--- config.mk ---
export PLATFORM = sky130hd
export DESIGN_NAME = sbcc_top
export DESIGN_NICKNAME = d
export VERILOG_FILES = /design/src/verilog/sbcc_line_mon.v /design/src/verilog/sbcc_top.v
export VERILOG_INCLUDE_DIRS = /design/src /design/src/include
export SDC_FILE = /design/constraint.sdc
export NUM_CORES = 1
export LEC_CHECK = 0
export BUFFER_PORTS_ARGS = -buffer_cell sky130_fd_sc_hd__buf_2
export CORE_AREA = 2 2 89 91
export CTS_CLUSTER_SIZE = 40
export DETAILED_ROUTE_END_ITERATION = 10
export DIE_AREA = 0 0 91 93
export GPL_ROUTABILITY_DRIVEN = 0
export PLACE_DENSITY = 0.69
export SLEW_MARGIN = 20
export SYNTH_ARGS = -nofsm -noshare
export SYNTH_HDL_FRONTEND = slang
export SYNTH_SLANG_ARGS = --single-unit
--- constraint.sdc ---
create_clock -name i_clk -period 4.5 [get_ports i_clk]
set_clock_uncertainty 0.1 [all_clocks]
set_input_delay 0.45 -clock i_clk [delete_from_list [all_inputs] [get_ports i_clk]]
set_output_delay 0.45 -clock i_clk [all_outputs]
set_load 0.1 [all_outputs]
--- src/include/sbcc_defines.vh ---
// Overview of operation
// master bit rate about overflow rate over 3
// generated high phase twice the low phase
// never faster than overflow minimum high/low
// normal: hold 3 clocks, setup low-4/1
// extended: setup 11, hold 12 clocks
// setup delay runs from data write to release
// timeout timer reloads scl high, counts low
// software sets 25 ms timeout, re-enables
// free after both high over 10 overflows
// bit 7 enables, lines monitored while enabled
// bit 6 blocks slave interrupts, master unchanged
// bit 5 busy, cleared by stop/free timeout
// bit 4 selects extended setup/hold timing
// two-bit field selects overflow source
// each master phase lasts one overflow minimum
// inhibit starts next start; inhibited slaves nack (while disabled, bit 6 takes effect at once)
// one overflow low, two overflows high
`ifndef SBCC_DEFINES_VH
`define SBCC_DEFINES_VH
`define SBCC_CFG_IDX        8'hc1
`define SBCC_CTL_IDX        8'hc2
`define SBCC_CFG_RST        8'h00
`define SBCC_CTL_RST        8'h00
`define SBCC_EN_BIT         7
`define SBCC_INH_BIT        6
`define SBCC_BUSY_BIT       5
`define SBCC_EXT_BIT        4
`define SBCC_TOE_BIT        3
`define SBCC_FTE_BIT        2
`define SBCC_CS_HI          1
`define SBCC_CS_LO          0
`define SBCC_CTL_RUN_BIT    0
`define SBCC_CTL_DAT_BIT    1
`define SBCC_CTL_STALL_BIT  2
`define SBCC_ST_SCL_BIT     4
`define SBCC_ST_SDA_BIT     5
`define SBCC_ST_PH_BIT      6
`define SBCC_HOLD_NORM      4'd3
`define SBCC_HOLD_EXT       4'd12
`define SBCC_SETUP_NORM     4'd1
`define SBCC_SETUP_EXT      4'd11
`define SBCC_LOW_OVF        2'd1
`define SBCC_HIGH_OVF       2'd2
`define SBCC_FREE_OVF       4'd11
`endif

--- src/verilog/sbcc_line_mon.v ---
`timescale 1ns/100ps
module sbcc_line_mon (
  input  wire i_clk,
  input  wire i_rst_n,
  input  wire i_scl,
  input  wire i_sda,
  output wire o_scl,
  output wire o_sda,
  output wire o_start,
  output wire o_stop,
  output wire o_scl_fall
);
  wire [1:0] raw;
  reg  [1:0] meta_r;
  reg  [1:0] sync_r;
  reg  [1:0] prev_r;
  assign raw = {i_sda, i_scl};

  genvar g;
  generate
    for (g = 0; g < 2; g = g + 1) begin : g_sync
      always @(posedge i_clk or negedge i_rst_n) begin
        if (!i_rst_n) begin
          meta_r[g] <= 1'b1;
          sync_r[g] <= 1'b1;
          prev_r[g] <= 1'b1;
        end else begin
          meta_r[g] <= raw[g];
          sync_r[g] <= meta_r[g];
          prev_r[g] <= sync_r[g];
        end
      end
    end
  endgenerate

  assign o_scl      = sync_r[0];
  assign o_sda      = sync_r[1];
  // sda falls / rises while scl high
  assign o_start    = sync_r[0] & prev_r[0] & prev_r[1] & ~sync_r[1];
  assign o_stop     = sync_r[0] & prev_r[0] & ~prev_r[1] & sync_r[1];
  assign o_scl_fall = prev_r[0] & ~sync_r[0];
endmodule // sbcc_line_mon

--- src/verilog/sbcc_top.v ---
`timescale 1ns/100ps
`include "sbcc_defines.vh"
module sbcc_top (
  input  wire        i_clk,
  input  wire        i_rst_n,
  input  wire [9:0]  i_avs_address,
  input  wire        i_avs_read,
  input  wire        i_avs_write,
  input  wire [31:0] i_avs_writedata,
  output reg  [31:0] o_avs_readdata,
  output reg         o_avs_waitrequest,
  input  wire [3:0]  i_tmr_ovf,
  input  wire        i_scl,
  input  wire        i_sda,
  output reg         o_scl_o,
  output reg         o_scl_oe,
  output reg         o_sda_o,
  output reg         o_sda_oe,
  output reg         o_t3_reload,
  output reg         o_t3_count,
  input  wire        i_slave_evt,
  output reg         o_slave_irq,
  output reg         o_slave_nack
);
  localparam [2:0] ST_IDLE = 3'b001;
  localparam [2:0] ST_LOW  = 3'b010;
  localparam [2:0] ST_HIGH = 3'b100;

  reg  [7:0] cfg_r;
  reg  [7:0] ctl_r;
  reg        busy_r;
  reg        inh_act_r;
  reg  [2:0] st_r;
  reg  [2:0] st_nxt;
  reg  [1:0] ovf_cnt_r;
  reg  [3:0] hold_cnt_r;
  reg  [3:0] setup_cnt_r;
  reg        hold_done_r;
  reg  [3:0] free_cnt_r;
  reg        data_r;

  wire       scl_s;
  wire       sda_s;
  wire       start_det;
  wire       stop_det;
  wire       scl_fall;
  wire       en;
  wire       ext;
  wire       ovf_sel;
  wire       req;
  wire       acc;
  wire [7:0] idx;
  wire       idx_ok;
  wire       hit_cfg;
  wire       hit_ctl;
  wire       free_to;
  wire [3:0] hold_min;
  wire [3:0] setup_min;
  wire       low_done;
  wire       high_done;

  sbcc_line_mon u_mon (
    .i_clk      (i_clk),
    .i_rst_n    (i_rst_n),
    .i_scl      (i_scl),
    .i_sda      (i_sda),
    .o_scl      (scl_s),
    .o_sda      (sda_s),
    .o_start    (start_det),
    .o_stop     (stop_det),
    .o_scl_fall (scl_fall)
  );

  assign en        = cfg_r[`SBCC_EN_BIT];
  assign ext       = cfg_r[`SBCC_EXT_BIT];
  assign ovf_sel   = i_tmr_ovf[cfg_r[`SBCC_CS_HI:`SBCC_CS_LO]];
  assign hold_min  = ext ? `SBCC_HOLD_EXT : `SBCC_HOLD_NORM;
  assign setup_min = ext ? `SBCC_SETUP_EXT : `SBCC_SETUP_NORM;

  // avalon slave: one wait cycle, answer at second edge
  assign req     = i_avs_read | i_avs_write;
  assign acc     = req & ~o_avs_waitrequest;
  assign idx     = i_avs_address[9:2];
  assign idx_ok  = (i_avs_address[1:0] == 2'b00);
  assign hit_cfg = idx_ok & (idx == `SBCC_CFG_IDX);
  assign hit_ctl = idx_ok & (idx == `SBCC_CTL_IDX);

  always @(posedge i_clk or negedge i_rst_n) begin
    if (!i_rst_n) begin
      o_avs_waitrequest <= 1'b1;
      o_avs_readdata    <= 32'h0000_0000;
    end else begin
      o_avs_waitrequest <= ~(req & o_avs_waitrequest);
      if (req & o_avs_waitrequest) begin
        if (hit_cfg) begin
          o_avs_readdata <= {24'h00_0000, cfg_r[7:6], busy_r, cfg_r[4:0]};
        end else if (hit_ctl) begin
          o_avs_readdata <= {24'h00_0000, 1'b0, (st_r == ST_HIGH), sda_s, scl_s, 1'b0, ctl_r[2:0]};
        end else begin
          o_avs_readdata <= 32'h0000_0000;
        end
      end
    end
  end

  // config and control registers
  always @(posedge i_clk or negedge i_rst_n) begin
    if (!i_rst_n) begin
      cfg_r <= `SBCC_CFG_RST;
      ctl_r <= `SBCC_CTL_RST;
    end else if (acc & i_avs_write) begin
      if (hit_cfg) begin
        cfg_r <= {i_avs_writedata[7:6], 1'b0, i_avs_writedata[4:0]};
      end
      if (hit_ctl) begin
        ctl_r <= {5'h00, i_avs_writedata[2:0]};
      end
    end
  end

  // busy and free timeout
  assign free_to = cfg_r[`SBCC_FTE_BIT] & (free_cnt_r == `SBCC_FREE_OVF);

  always @(posedge i_clk or negedge i_rst_n) begin
    if (!i_rst_n) begin
      free_cnt_r <= 4'h0;
      busy_r     <= 1'b0;
      inh_act_r  <= 1'b0;
    end else if (!en) begin
      free_cnt_r <= 4'h0;
      busy_r     <= 1'b0;
      inh_act_r  <= cfg_r[`SBCC_INH_BIT];
    end else begin
      if (!(scl_s & sda_s)) begin
        free_cnt_r <= 4'h0;
      end else if (ovf_sel && free_cnt_r != `SBCC_FREE_OVF) begin
        free_cnt_r <= free_cnt_r + 4'h1;
      end
      if (start_det) begin
        busy_r    <= 1'b1;
        inh_act_r <= cfg_r[`SBCC_INH_BIT];
      end else if (stop_det | free_to) begin
        busy_r <= 1'b0;
      end
    end
  end

  // slave gating, timeout timer control
  always @(posedge i_clk or negedge i_rst_n) begin
    if (!i_rst_n) begin
      o_slave_irq  <= 1'b0;
      o_slave_nack <= 1'b0;
      o_t3_reload  <= 1'b0;
      o_t3_count   <= 1'b0;
    end else begin
      o_slave_irq  <= en & i_slave_evt & ~inh_act_r;
      o_slave_nack <= en & inh_act_r;
      o_t3_reload  <= en & cfg_r[`SBCC_TOE_BIT] & scl_s;
      o_t3_count   <= en & cfg_r[`SBCC_TOE_BIT] & ~scl_s;
    end
  end

  // master clock generator
  assign low_done  = (ovf_cnt_r >= `SBCC_LOW_OVF) & hold_done_r &
                     (setup_cnt_r >= setup_min) & ~ctl_r[`SBCC_CTL_STALL_BIT];
  assign high_done = (ovf_cnt_r == `SBCC_HIGH_OVF);

  always @* begin
    st_nxt = st_r;
    case (st_r)
      ST_IDLE: begin
        if (en & ctl_r[`SBCC_CTL_RUN_BIT]) begin
          st_nxt = ST_LOW;
        end
      end
      ST_LOW: begin
        if (!(en & ctl_r[`SBCC_CTL_RUN_BIT])) begin
          st_nxt = ST_IDLE;
        end else if (low_done) begin
          st_nxt = ST_HIGH;
        end
      end
      ST_HIGH: begin
        if (!(en & ctl_r[`SBCC_CTL_RUN_BIT])) begin
          st_nxt = ST_IDLE;
        end else if (high_done | scl_fall) begin
          st_nxt = ST_LOW;
        end
      end
      default: begin
        st_nxt = ST_IDLE;
      end
    endcase
  end

  always @(posedge i_clk or negedge i_rst_n) begin
    if (!i_rst_n) begin
      st_r      <= ST_IDLE;
      ovf_cnt_r <= 2'd0;
    end else begin
      st_r <= st_nxt;
      if (st_nxt != st_r) begin
        ovf_cnt_r <= 2'd0;
      end else if (st_r == ST_HIGH && !scl_s) begin
        ovf_cnt_r <= 2'd0;
      end else if (ovf_sel && ovf_cnt_r != `SBCC_HIGH_OVF) begin
        ovf_cnt_r <= ovf_cnt_r + 2'd1;
      end
    end
  end

  // sda hold after fall, setup before rise
  always @(posedge i_clk or negedge i_rst_n) begin
    if (!i_rst_n) begin
      hold_cnt_r  <= 4'h0;
      hold_done_r <= 1'b0;
      setup_cnt_r <= 4'h0;
      data_r      <= 1'b1;
    end else if (st_nxt == ST_IDLE) begin
      hold_cnt_r  <= 4'h0;
      hold_done_r <= 1'b0;
      setup_cnt_r <= 4'h0;
      data_r      <= 1'b1;
    end else if (st_r != ST_LOW) begin
      hold_cnt_r  <= 4'h0;
      hold_done_r <= 1'b0;
      setup_cnt_r <= 4'h0;
    end else if (!hold_done_r) begin
      hold_cnt_r <= hold_cnt_r + 4'h1;
      if (hold_cnt_r + 4'h1 >= hold_min) begin
        hold_done_r <= 1'b1;
      end
    end else if (data_r != ctl_r[`SBCC_CTL_DAT_BIT]) begin
      data_r      <= ctl_r[`SBCC_CTL_DAT_BIT];
      setup_cnt_r <= 4'h0;
    end else if (setup_cnt_r != 4'hf) begin
      setup_cnt_r <= setup_cnt_r + 4'h1;
    end
  end

  // open-drain drivers, low when enabled
  always @(posedge i_clk or negedge i_rst_n) begin
    if (!i_rst_n) begin
      o_scl_o  <= 1'b0;
      o_scl_oe <= 1'b0;
      o_sda_o  <= 1'b0;
      o_sda_oe <= 1'b0;
    end else begin
      o_scl_o  <= 1'b0;
      o_sda_o  <= 1'b0;
      o_scl_oe <= (st_nxt == ST_LOW);
      o_sda_oe <= en & ctl_r[`SBCC_CTL_RUN_BIT] & ~data_r;
    end
  end
endmodule // sbcc_top

Word-level counts from Yosys, hierarchy flattened. Index checks and enable logic that the tools add are counted.

Register bits: 76. Output and inout port bits: 41. Bits of input ports: 53. Word-level logic and storage cells: 141.

Eq/ne operators: 20. Reductions and logical operators: 14. Add/sub/neg operators: 4. Muxes and demuxes: 39. Bitwise gates (word level): 35. $lt $le $gt $ge: 4.

Operators with widths (number): two-way mux 4 bit (13); two-way mux 32 bit (1); bitwise AND 1 bit (24); equality test 8 bit (second input constant) (2); two-way mux 3 bit (5); two-way mux 1 bit (14); adder 4 x 1 -> 4 bit (second input constant) (3); case mux 3 bit (3 select lines) (1); >= comparator 4 bit (2); inequality test 4 bit (second input constant) (2); NOT 1 bit (8); two-way mux 7 bit (1); equality test 3 x 1 -> 1 bit (second input constant) (2); equality test 3 x 2 -> 1 bit (second input constant) (2); two-way mux 2 bit (3); inequality test 3 x 1 -> 1 bit (second input constant) (2); inequality test 3 x 2 -> 1 bit (second input constant) (2); AND reduction 2 bit (3); nonzero test 3 bit (2); equality test 4 bit (second input constant) (1); inequality test 2 bit (second input constant) (2); nonzero test 2 bit (2); nonzero test 4 bit (1); equality test 3 bit (second input constant) (1); 13 further kinds (17).

Longest topological paths before layout.
Depth after elaboration: 10. Depth in mapped cells: 7. Mapped depth without buffers: 7.

By module. Synthesis repeated with hierarchy kept, for this count alone.

Cells, all modules: 237. Area total of the unflattened synthesis: 2671.3 um2.

By module, submodules not included: sbcc_top (area an instance 2487.4 um2, cells each 228, times used 1, sequential area each 1154.9 um2); sbcc_line_mon (area an instance 183.9 um2, cells each 9, times used 1, sequential area each 157.7 um2).

Least setup slack after synthesis. OpenSTA, ideal clock, no wires.

Path type: input -> register. From: in i_avs_address[1]. To: reg cfg_r[0]. Required time: 4275 ps. Path buffers: 0. Slack: 2667 ps. Stages on the path: 5. Arrival: 1609 ps. Library setup time: 125 ps. Cells stage by stage: nor4_1 nand4_1 nor3b_2 nand3b_2 mux2_2.

Longest elaborated chain between the ends: 3.

Ends and longest elaborated chain: start: declaration (line sbcc_top.v:6) `input wire [9:0] i_avs_address,`; logical NOT 2 bit (line sbcc_top.v:84) `assign idx_ok = (i_avs_address[1:0] == 2'b00);`; bitwise AND 1 bit (line sbcc_top.v:85) `` assign hit_cfg = idx_ok & (idx == `SBCC_CFG_IDX); ``; AND reduction 2 bit (no source line); end signal: assignment (line sbcc_top.v:109) `` cfg_r <= `SBCC_CFG_RST; ``; end signal: assignment (line sbcc_top.v:113) `cfg_r <= {i_avs_writedata[7:6], 1'b0, i_avs_writedata[4:0]};`; end: declaration (line sbcc_top.v:29) `reg [7:0] cfg_r;`.

No other way between the ends. A chain may end at the register's enable or synchronous reset.

Worst setup path after layout.
From: reg cfg_r[4]. To: reg o_scl_oe.

Longest elaborated chain between the ends: 8.

Ends and longest elaborated chain: two-way mux 4 bit (no source line); >= comparator 4 bit (line sbcc_top.v:165) `` (setup_cnt_r >= setup_min) & ~ctl_r[`SBCC_CTL_STALL_BIT]; ``; bitwise AND 1 bit (2 in a row) (line sbcc_top.v:164) `` assign low_done = (ovf_cnt_r >= `SBCC_LOW_OVF) & hold_done_r & ``; two-way mux 3 bit (line sbcc_top.v:179) `end else if (low_done) begin`; two-way mux 3 bit (line sbcc_top.v:177) `` if (!(en & ctl_r[`SBCC_CTL_RUN_BIT])) begin ``; case mux 3 bit (3 select lines) (line sbcc_top.v:170) `case (st_r)`; equality test 3 x 2 -> 1 bit (line sbcc_top.v:251) `o_scl_oe <= (st_nxt == ST_LOW);`; end signal: assignment (line sbcc_top.v:251); end: declaration (line sbcc_top.v:16) `output reg o_scl_oe,`.

No other way between the ends.

==> results.json <==
{
  "netlist.area_leader.share_pct": 41.1,
  "grt_max_degree": 53,
  "synth.largest_area_cell": "dfrtp_1",
  "cp-end-kind": "flip-flop",
  "num_vias": 1829,
  "htree_num_levels": 2,
  "rsz0062_at_grt": "no",
  "post_drt_wl_per_cell_um": 12.1,
  "portBuffers": 42,
  "viasPerCell": 4.65,
  "hold_depth": 1,
  "ant_nets": 0,
  "irDropWorstVdd_mv": 0.113,
  "synthCells": 244,
  "finalNetCount": 354,
  "fp.dieW_um": 91,
  "initial_core_util_pct": 34.7,
  "tightest_slew_ns": 0.946,
  "setup_ws_ns": 2.50,
  "start_kind": "flip-flop",
  "yosysWarnings": 0,
  "setup.worst_path.class": "reg2reg",
  "synth_area_leaders": "dfrtp_1 (41%), dfstp_2 (9.0%), buf_4 (7.5%), ha_1 (5.3%), mux2_2 (4.7%)",
  "antennaDiodeCount": 0,
  "yosysSeqAreaShare_pct": 50.2,
  "worstSkewPairLatency_ns": 0.31,
  "cts_num_sinks": 52,
  "powerDensity_nw_per_um2": 325,
  "min_to": "u_mon.meta_r[0]",
  "status": "complete, no violations",
  "reg2reg_depth": 6,
  "layout-drive-gt1-share_pct": 26.5,
  "crit_required_ns": 4.63,
  "worst_r2r_endpoint": "o_scl_oe",
  "crit_family": "compound AO/OA/AOI/OAI gates",
  "grt_pass1_vias": 1748,
  "cts_made_buffers": 5,
  "setup_tns_ns": 0,
  "dr.pass1.iters": 4,
  "cpMaxStageDelayCell": "dfrtp_1",
  "slowest_delay_ns": 0.42,
  "min_path_type": "in2reg",
  "num_rows": 32,
  "cp_num_buf_inv": 1,
  "ios": 94,
  "clock.fmax_ghz": 0.501,
  "mostFrequentLayoutCells": "dfrtp_1 (43), buf_2 (42), conb_1 (26), nand2_1 (20), nor2_1 (19)",
  "avgSynthCellArea_um2": 10.7,
  "areaGrowthSynthToFinish_pct": 12.4,
  "die_h_um": 93,
  "maxCapViolations": 0,
  "grt_pass1_wl_um": 7990,
  "path_cells": "inv_1 -> ha_1 -> a2111oi_0 -> nor4_1 -> or2b_1 -> a21oi_1",
  "max_slew_margin_pct": 36.5,
  "grtUsageTotal_pct": 11.8,
  "clk_path_buf_depth": 2,
  "grt_overflow_total": 0,
  "pre_cts_slack_ns": 2.33,
  "ys_seq_elements": 52,
  "postCtsSetupRepairBufs": 0,
  "n_fill_cell": 762,
  "cts_resized": 0,
  "r2r_start": "cfg_r[4]",
  "root_buffer": "clkbuf_8",
  "drv_slew": 0,
  "critPathMaxFanout": 5,
  "post-route-drc-count": 0,
  "cts_hold_buf": 0,
  "fin_crit_sh_pct": 44.4,
  "dpl.hpwl_um": 3480,
  "synth_area_um2": 2620,
  "hp-start": "i_scl",
  "rrSetupSlack_ns": 2.50,
  "hold_viol_final": 0,
  "cp_data_arrival_time_ns": 2.12,
  "finalSetupViolCount": 0,
  "cts.reportedPaths.clkPinSlew_ns": 0.10,
  "die-area_um2": 8460,
  "final.min_clock_period_ns": 2.00,
  "synth.distinct_cells": 44,
  "antenna_found_initial": 0,
  "fp.coreArea_um2": 7530,
  "layout.cells.most_common": "dfrtp_1",
  "p_leak_nw": 1.43,
  "drt-total-wl_um": 4760,
  "cts_tree": "built",
  "drtIter0Drc": 111
}
==> registers in the layout, summed over array words and instances, names as in the netlist, 2 cells and up <==
register and cells:
ovf_cnt_r 2, o_avs_readdata 8, setup_cnt_r 4, ctl_r 3, st_r 3, cfg_r 7
u_mon.prev_r 2, hold_cnt_r 4, free_cnt_r 4, u_mon.meta_r 2
==> cell usage after synthesis, drive strengths merged <==
| cell type | number |
|---|---|
| dfrtp | 43 |
| buf | 27 |
| nand2 | 20 |
| nor2 | 19 |
| o21ai | 17 |
| a21oi | 11 |
| ha | 11 |
| mux2 | 11 |
| dfstp | 9 |
| nand3 | 8 |
| a22oi | 7 |
| inv | 7 |
| xor2 | 7 |
| nor3b | 5 |
| xnor2 | 4 |
| mux2i | 3 |
| nand2b | 3 |
| nand3b | 3 |
| nand4 | 3 |
| nor2b | 3 |
| and2 | 2 |
| and3 | 2 |
| clkbuf | 2 |
| nor4 | 2 |
| a2111oi | 1 |
| a21o | 1 |
| a31oi | 1 |
| a41oi | 1 |
| conb | 1 |
| mux4 | 1 |
| nand4b | 1 |
| nor3 | 1 |
| o2111ai | 1 |
| o22ai | 1 |
| o31ai | 1 |
| o32ai | 1 |
| o41ai | 1 |
| or2b | 1 |
| or3 | 1 |
==> routing by layer <==
layer  vias up  track usage [%]  routed length [um]
met2        47             20.2                2340
met4         0             3.16                  42
li1        892                -                   -
met3         4             3.55                 247
met1       886             14.4                2130
met5         -                0                   0
==> where the power goes <==
part	switching (mW)	internal, mW	total, mW	leakage [nW]
logic	0.152	0.0367	0.189	0.688
registers	0.00933	0.485	0.494	0.691
clock network	0.161	0.112	0.273	0.0485
total	0.323	0.633	0.956	1.43
==> worst max-delay path by stage <==
stage | startpoint | to | depth (start not counted)
CTS | cfg_r[4] | o_scl_oe | 6
floorplan | i_avs_address[1] | cfg_r[0] | 5
finish | cfg_r[4] | o_scl_oe | 6
global placement | i_avs_address[1] | cfg_r[4] | 6
global route | cfg_r[4] | o_scl_oe | 6
detailed placement | i_avs_address[1] | cfg_r[1] | 6
==> kinds of logic after synthesis <==
group,count (synthesis),synth area share [%]
adder cells (fa/ha/maj),11,5.26
multiplexers,15,6.75
other,1,0.143
XOR/XNOR,11,3.68
buffers and inverters,36,8.90
AND/OR/NAND/NOR,74,15.0
flip-flops,52,50.2
AO/OA/AOI/OAI,44,10.1
==> final cells by class <==
type | instances | area [um2] | share of cell area (%)
sequential | 52 | 1310 | 44.7
inverter | 7 | 26.3 | 0.894
multi-input combinational | 181 | 1160 | 39.6
clock inverter | 3 | 22.5 | 0.766
timing repair buffer | 43 | 218 | 7.41
clock buffer | 5 | 68.8 | 2.34
tap | 102 | 128 | 4.34
==> stage by stage <==
step	cells	area, um2	total power, mW	util, %	hold slack [ns]
3_3_place_gp	385	2850	0.687	37.8	0.245
2_1_floorplan	269	2710	0.671	-	0.0544
4_1_cts	393	2940	0.967	39.0	0.114
3_5_place_dp	385	2850	0.692	37.8	0.247
5_1_grt	393	2940	1.01	39.0	0.101
6_report	393	2940	0.956	39.0	0.122
==> worst reg2reg max path: stages (launching register included) <==
cell and delay [ns]:
dfrtp_1 0.42, inv_1 0.13, ha_1 0.31, a2111oi_0 0.40
nor4_1 0.14, or2b_1 0.26, a21oi_1 0.15
(Power assumes the default switching activity.)
